[src/verilog/amw_pkg.sv]
// package: pin timing, types and states of the async memory write controller
package amw_pkg;
    localparam int CLK_PERIOD_NS   = 10;
    localparam int CYCLE_NS        = 35;
    localparam int ADDR_TO_END_NS  = 20;
    localparam int DATA_TO_END_NS  = 10;
    localparam int PULSE_NS        = 15;
    localparam int RECOVERY_NS     = 12;
    localparam int HIGH_HOLD_NS    = 2;
    // least times round up to whole cycles
    localparam int PULSE_CYC = (PULSE_NS + CLK_PERIOD_NS - 1) / CLK_PERIOD_NS;
    localparam int REC_CYC   =
        (RECOVERY_NS + CLK_PERIOD_NS - 1) / CLK_PERIOD_NS;
    localparam int HOLD_CYC  =
        (HIGH_HOLD_NS + CLK_PERIOD_NS - 1) / CLK_PERIOD_NS;
    localparam int CYC_CYC   = (CYCLE_NS + CLK_PERIOD_NS - 1) / CLK_PERIOD_NS;
    localparam int SETUP_CYC = 1;
    // total busy cycles from address valid to the return to idle
    localparam int TOTAL_RAW = SETUP_CYC + PULSE_CYC + REC_CYC;
    localparam int TOTAL_CYC = (TOTAL_RAW > CYC_CYC) ? TOTAL_RAW : CYC_CYC;
    localparam int CNT_W     = 4;
    localparam logic [CNT_W-1:0] PULSE_CNT = CNT_W'(PULSE_CYC);
    localparam logic [CNT_W-1:0] REC_CNT   =
        CNT_W'(TOTAL_CYC - SETUP_CYC - PULSE_CYC);
    localparam int ADDR_W = 20;
    localparam int DATA_W = 16;

    // write request from the user side
    typedef struct packed {
        logic [ADDR_W-1:0] addr;
        logic [DATA_W-1:0] data;
        logic [1:0]        lane_en;  // [1] upper, [0] lower, active high
    } amw_req_type;

    // pins toward the memory (control pins active low)
    typedef struct packed {
        logic [ADDR_W-1:0] addr;
        logic              chip_pick_n;
        logic              store_strobe_n;
        logic              output_drive_n;
        logic              upper_lane_n;
        logic              lower_lane_n;
    } amw_pins_type;

    // gray coded along idle -> setup -> pulse -> recover
    typedef enum logic [1:0] {
        AMW_IDLE    = 2'b00,
        AMW_SETUP   = 2'b01,
        AMW_PULSE   = 2'b11,
        AMW_RECOVER = 2'b10
    } amw_state_type;
endpackage

[src/verilog/amw_ctrl.sv]
// module: host controller issuing strobe-ended writes to async memory
`timescale 1ns/1ns
module amw_ctrl
    import amw_pkg::*;
(
    input  wire logic         core_clk,
    input  wire logic         resetn,
    input  wire logic         req_valid,
    output logic              req_ready,
    input  wire amw_req_type  req,
    output amw_pins_type      pins,
    output logic [DATA_W-1:0] dq_out,
    output logic              dq_oe_n,
    input  wire logic [DATA_W-1:0] dq_in
);
    // sequencer state and the shared down counter
    amw_state_type     state_q;
    amw_state_type     state_d;
    logic [CNT_W-1:0]  cnt_q;
    logic [CNT_W-1:0]  cnt_d;

    // captured request; the lanes are applied one cycle after capture
    amw_req_type       req_q;

    // pin registers, one per concern, joined into the pin struct and data outputs below
    logic [ADDR_W-1:0] addr_q;
    logic [DATA_W-1:0] data_q;
    logic              data_oe_n_q;
    logic              select_n_q;
    logic              strobe_n_q;
    logic              drive_n_q;
    logic              upper_n_q;
    logic              lower_n_q;

    // decoded events of the sequencer
    logic              take_w;
    logic              pulse_end_w;
    logic              recover_end_w;
    logic [DATA_W-1:0] unused_dq;

    // true on the last cycle of a counted phase; both phases end this way
    function automatic logic count_done(input logic [CNT_W-1:0] cnt);
        count_done = (cnt == 4'h1);
    endfunction

    // next counter value inside a phase; only used before the count is
    // done, so it never wraps below zero
    function automatic logic [CNT_W-1:0] count_step(
        input logic [CNT_W-1:0] cnt
    );
        count_step = cnt - 4'h1;
    endfunction

    // lane enables are active high on the user side, low on the pins
    function automatic logic lane_pin(input logic lane_en);
        lane_pin = !lane_en;
    endfunction

    // data pins are never read by a write-only controller
    assign unused_dq = dq_in;

    // a new write is taken only while idle; a request made while busy
    // is ignored, so the user must hold it until ready is seen
    assign req_ready = (state_q == AMW_IDLE);
    assign take_w    = req_valid && req_ready;

    // phase ends: the pulse and the recovery both run out on count one
    assign pulse_end_w   = (state_q == AMW_PULSE) && count_done(cnt_q);
    assign recover_end_w = (state_q == AMW_RECOVER) && count_done(cnt_q);

    // next state: address first, strobe low for the pulse, then recovery
    always_comb begin
        state_d = state_q;
        case (state_q)
            AMW_IDLE: begin
                if (take_w) begin
                    state_d = AMW_SETUP;
                end
            end
            AMW_SETUP: begin
                state_d = AMW_PULSE;
            end
            AMW_PULSE: begin
                if (pulse_end_w) begin
                    state_d = AMW_RECOVER;
                end
            end
            AMW_RECOVER: begin
                // recovery also covers the 2 ns high hold and cycle time
                if (recover_end_w) begin
                    state_d = AMW_IDLE;
                end
            end
            default: begin
                state_d = AMW_IDLE;
            end
        endcase
    end

    // state register; a reset in mid-pulse lifts every control pin at
    // once, so a cut write may leave a partly stored word behind
    always_ff @(posedge core_clk or negedge resetn) begin
        if (!resetn) begin
            state_q <= AMW_IDLE;
        end else begin
            state_q <= state_d;
        end
    end

    // counter next value: loaded on phase entry, counted down within
    always_comb begin
        cnt_d = cnt_q;
        case (state_q)
            AMW_SETUP: begin
                cnt_d = PULSE_CNT;
            end
            AMW_PULSE: begin
                if (pulse_end_w) begin
                    cnt_d = REC_CNT;
                end else begin
                    cnt_d = count_step(cnt_q);
                end
            end
            AMW_RECOVER: begin
                // recovery is padded only up to the least cycle length; here none is needed
                if (!recover_end_w) begin
                    cnt_d = count_step(cnt_q);
                end
            end
            default: begin
                cnt_d = cnt_q;
            end
        endcase
    end

    // counter register
    always_ff @(posedge core_clk or negedge resetn) begin
        if (!resetn) begin
            cnt_q <= '0;
        end else begin
            cnt_q <= cnt_d;
        end
    end

    // request capture; the lanes are read from here in the setup cycle
    always_ff @(posedge core_clk or negedge resetn) begin
        if (!resetn) begin
            req_q <= '0;
        end else if (take_w) begin
            req_q <= req;
        end
    end

    // address and data change only when a write is taken, so they stand
    // from setup through recovery and past the end of the write
    always_ff @(posedge core_clk or negedge resetn) begin
        if (!resetn) begin
            addr_q <= '0;
            data_q <= '0;
        end else if (take_w) begin
            addr_q <= req.addr;
            data_q <= req.data;
        end
    end

    // data drive: on from the taking edge until the edge that enters idle;
    // the hold after the rising strobe is two full cycles, above zero
    always_ff @(posedge core_clk or negedge resetn) begin
        if (!resetn) begin
            data_oe_n_q <= 1'b1;
        end else begin
            data_oe_n_q <= !(take_w ||
                state_q == AMW_SETUP ||
                state_q == AMW_PULSE ||
                (state_q == AMW_RECOVER && !recover_end_w));
        end
    end

    // select and strobe fall and rise on the same edge, so the write is
    // ended by both at once and the overlap is the whole pulse
    always_ff @(posedge core_clk or negedge resetn) begin
        if (!resetn) begin
            select_n_q <= 1'b1;
            strobe_n_q <= 1'b1;
        end else if (state_q == AMW_SETUP) begin
            select_n_q <= 1'b0;
            strobe_n_q <= 1'b0;
        end else if (pulse_end_w) begin
            select_n_q <= 1'b1;
            strobe_n_q <= 1'b1;
        end
    end

    // lanes share the select edges: one flop edge, so no skew between
    // them, at the cost of never ending a write by the lanes alone
    always_ff @(posedge core_clk or negedge resetn) begin
        if (!resetn) begin
            upper_n_q <= 1'b1;
            lower_n_q <= 1'b1;
        end else if (state_q == AMW_SETUP) begin
            upper_n_q <= lane_pin(req_q.lane_en[1]);
            lower_n_q <= lane_pin(req_q.lane_en[0]);
        end else if (pulse_end_w) begin
            upper_n_q <= 1'b1;
            lower_n_q <= 1'b1;
        end
    end

    // memory outputs stay off; this block only writes, so the memory
    // never drives the data pins against the host
    always_ff @(posedge core_clk or negedge resetn) begin
        if (!resetn) begin
            drive_n_q <= 1'b1;
        end else begin
            drive_n_q <= 1'b1;
        end
    end

    // pin struct and data outputs, all straight from flip-flops
    assign pins = '{addr:           addr_q,
                    chip_pick_n:    select_n_q,
                    store_strobe_n: strobe_n_q,
                    output_drive_n: drive_n_q,
                    upper_lane_n:   upper_n_q,
                    lower_lane_n:   lower_n_q};
    assign dq_out  = data_q;
    assign dq_oe_n = data_oe_n_q;
endmodule

[config.mk]
export PLATFORM = sky130hd
export DESIGN_NAME = amw_ctrl
export DESIGN_NICKNAME = d
export VERILOG_FILES = /design/src/verilog/amw_pkg.sv /design/src/verilog/amw_ctrl.sv
export SDC_FILE = /design/constraint.sdc
export NUM_CORES = 1
export LEC_CHECK = 0
export BUFFER_PORTS_ARGS = -buffer_cell sky130_fd_sc_hd__clkbuf_2
export CAP_MARGIN = 15
export CORE_MARGIN = 10
export CORE_UTILIZATION = 49
export CTS_CLUSTER_SIZE = 20
export DETAILED_ROUTE_END_ITERATION = 8
export HOLD_SLACK_MARGIN = 0.05
export PLACE_DENSITY = 0.94
export SYNTH_ARGS = -nofsm -noshare
export SYNTH_HDL_FRONTEND = slang
export SYNTH_SLANG_ARGS = --single-unit
export TNS_END_PERCENT = 50
[constraint.sdc]
create_clock -name core_clk -period 2.3 [get_ports core_clk]
set_clock_uncertainty 0.05 [all_clocks]
set_input_delay 0.23 -clock core_clk [delete_from_list [all_inputs] [get_ports core_clk]]
set_output_delay 0.23 -clock core_clk [all_outputs]
set_load 0.01 [all_outputs]
==> flow_metrics.env <==
export IMPL_nets=270
export IMPL_power_density_nw_per_um2=1467
export IMPL_die_y_um=84.60
export IMPL_ctsResizeCount=0
export IMPL_synth_edff_count=0
export IMPL_timing_hold_violations_final=0
export IMPL_syn_nets=190
export IMPL_min_period_over_period_pct=79.50
export IMPL_fin_ws_ps=471.5
export IMPL_drtIter0Drc=64
export IMPL_via_per_inst=4.905
export IMPL_pre_cts_ws_ps=475.2
export IMPL_die_area_um2=7156
export IMPL_die_w_um=84.60
export IMPL_clkTransAtPathRegs_ps=90
export IMPL_core_area_um2=4029
export IMPL_maxCapViolations=0
export IMPL_timing_worst_setup_path_type="flop to flop"
export IMPL_max_slew_margin_rel_pct=60.26
export IMPL_drc=0
export IMPL_endpoint_kind="flop"
export IMPL_swShare_pct=32.61
export IMPL_maxSlewViolCount=0
export IMPL_syn_area_um2=2044
export IMPL_grt_usage_pct=13.37
export IMPL_io_pins=100
export IMPL_status="complete, no violations"
export IMPL_post_route_min_period_ps=1829
export IMPL_insertion_delay_ps=300
export IMPL_cts_buffers=5
export IMPL_postCtsSetupBuffers=0
export IMPL_ys_flop_type="dfrtp_1"
export IMPL_finalSetupViolCount=0
export IMPL_stdcell_count=262
export IMPL_yosysUniqueCellTypes=27
export IMPL_drive_above_1_share_pct=63.68
export IMPL_syn_area_per_cell_um2=15.61
export IMPL_synth_cells=131
export IMPL_async_reset_ff_share_pct=100.0
export IMPL_ctsHoldBuffers=1
export IMPL_grt_max_degree=49
export IMPL_crit_required_ps=2430
export IMPL_tightest_slew_ps=596.1
export IMPL_dpl_cell_count=253
export IMPL_num_antenna_cells=0
export IMPL_ys_ff_latch=48
export IMPL_switchingPower_uw=1224
export IMPL_first_global_vias=1509
export IMPL_firstDrtPassIters=4
export IMPL_rsz0062_at_grt="false"
export IMPL_ir_worst_vdd_mv=0.7554
export IMPL_cp_arrival_ps=1960
export IMPL_whs_ps=99.01
export IMPL_cts_tree="yes"
export IMPL_tns_ps=0
export IMPL_drt_total_wl_um=4650
export IMPL_row_count=23
export IMPL_pwr_share_comb_pct=39.0
export IMPL_p_int_uw=2529
export IMPL_clockRootBuffer="clkbuf_8"
export IMPL_place_hpwl_um=3559
export IMPL_grt_pass1_wl_um=7714
export IMPL_p_leak_uw=0.001290
export IMPL_place_congestion=0.7444
export IMPL_syn2layout_area_growth_pct=25.09
export IMPL_initial_core_util_pct=50.75
export IMPL_layout_common_cells="clkbuf_2, dfrtp_1, mux2_4"
export IMPL_antenna_found_initial=0
export IMPL_cp_max_fo=38
export IMPL_power_uw=3752
export IMPL_cts_buffer_depth=2
export IMPL_fmax_ghz=0.5469
export IMPL_seq_area_frac_synth_pct=59.00
export IMPL_portBuffers=82
export IMPL_yosys_warnings=0
export IMPL_num_vias=1285
export IMPL_p_clk_share_pct=19.2
export IMPL_final_common_cell="clkbuf_2"
export IMPL_overflow=0
export IMPL_cts_sinks=48
export IMPL_ant_nets=0
export IMPL_power_frac_seq_pct=41.8
export IMPL_hold_path_class="primary input to flop"
export IMPL_fill_cells=296
export IMPL_wire_per_inst_um=17.75
export IMPL_htreeDepth=2
export IMPL_critPathLaunchType="flop"
## sequential cells by signal, indices dropped and copies added (netlist names)
signal and cells:
addr_q 20, dq_out 16, cnt_q 4, req_q 2
state_q 2, dq_oe_n 1, lower_n_q 1, select_n_q 1
upper_n_q 1
## power by group through the flow
stage / Sequential (uW) / Clock (uW) / Combinational, uW
5_1_grt: 1640 / 772 / 1600
3_5_place_dp: 1580 / 0 / 1490
3_3_place_gp: 1550 / 0 / 1430
4_1_cts: 1570 / 735 / 1500
6_report: 1570 / 721 / 1460
2_1_floorplan: 1670 / 0 / 877
## kinds of logic (layout without fill, tap and decap cells)
kind of cell             Yosys count  after routing  share of synthesized area, %
XOR/XNOR                           1              1                        0.4285
AO/OA/AOI/OAI                      9              9                         2.877
flip-flops                        48             48                         59.00
AND/OR/NAND/NOR                   17             17                         4.712
multiplexers                      40             40                         25.58
buffers and inverters             13             94                         5.998
adder cells (fa/ha/maj)            2              2                         1.224
other                              1              1                        0.1834
## layout make-up
type,count,area (um2),share of cell area (%)
Sequential cell,48,1206,47.16
Multi-Input combinational cell,70,715.7,27.98
Timing Repair Buffer,84,427.9,16.73
Clock buffer,5,68.82,2.691
Clock inverter,3,68.82,2.691
Tap cell,50,62.56,2.446
Inverter,2,7.507,0.2935
## worst paths after layout
path / start / end / slack, ps / cells past startpoint
max in group asynchronous: resetn / cnt_q[1] / 1300 / 3
min: req[12] / dq_out[10] / 100 / 2
min reg2reg: req_q[1] / upper_n_q / 360 / 1
min in group asynchronous: resetn / addr_q[16] / 490 / 3
max reg2reg: state_q[1] / dq_out[7] / 470 / 3
max: state_q[1] / dq_out[7] / 470 / 3
## metal layers
layer,vias to the layer above,share of wire [%],routed length (um),GRT usage (%)
li1,603,-,-,-
met1,626,38,1760,13.62
met2,54,52,2414,23.13
met3,2,9.5,443,7.053
met4,0,0.67,31,4.042
met5,-,0,0,0
## through the flow
stage	cell area, um2	utilization (%)
after floorplan	2044	-
after global placement	2410	59.81
after detailed placement	2410	59.81
after CTS	2557	63.48
after global routing	2557	63.48
final	2557	63.48
## worst max-delay path: stages, from the launching register on
cell,delay [ps]
dfrtp_1,500
nor2_4,180
and2_4,540
mux2_2,400
## Yosys cell counts (all sizes together) (2+ instances only)
library cell / instances / area share, %
a2bb2oi: 2 / 0.86
mux2i: 2 / 0.98
ha: 2 / 1.2
buf: 11 / 5.6
dfstp: 4 / 5.1
nor2b: 3 / 0.92
inv: 2 / 0.37
nand2b: 2 / 0.61
nor2: 5 / 1.3
mux2: 38 / 25
o21ai: 3 / 0.73
dfrtp: 44 / 54
nand2: 3 / 0.55
Note: power is estimated with default switching activity, not from simulation.
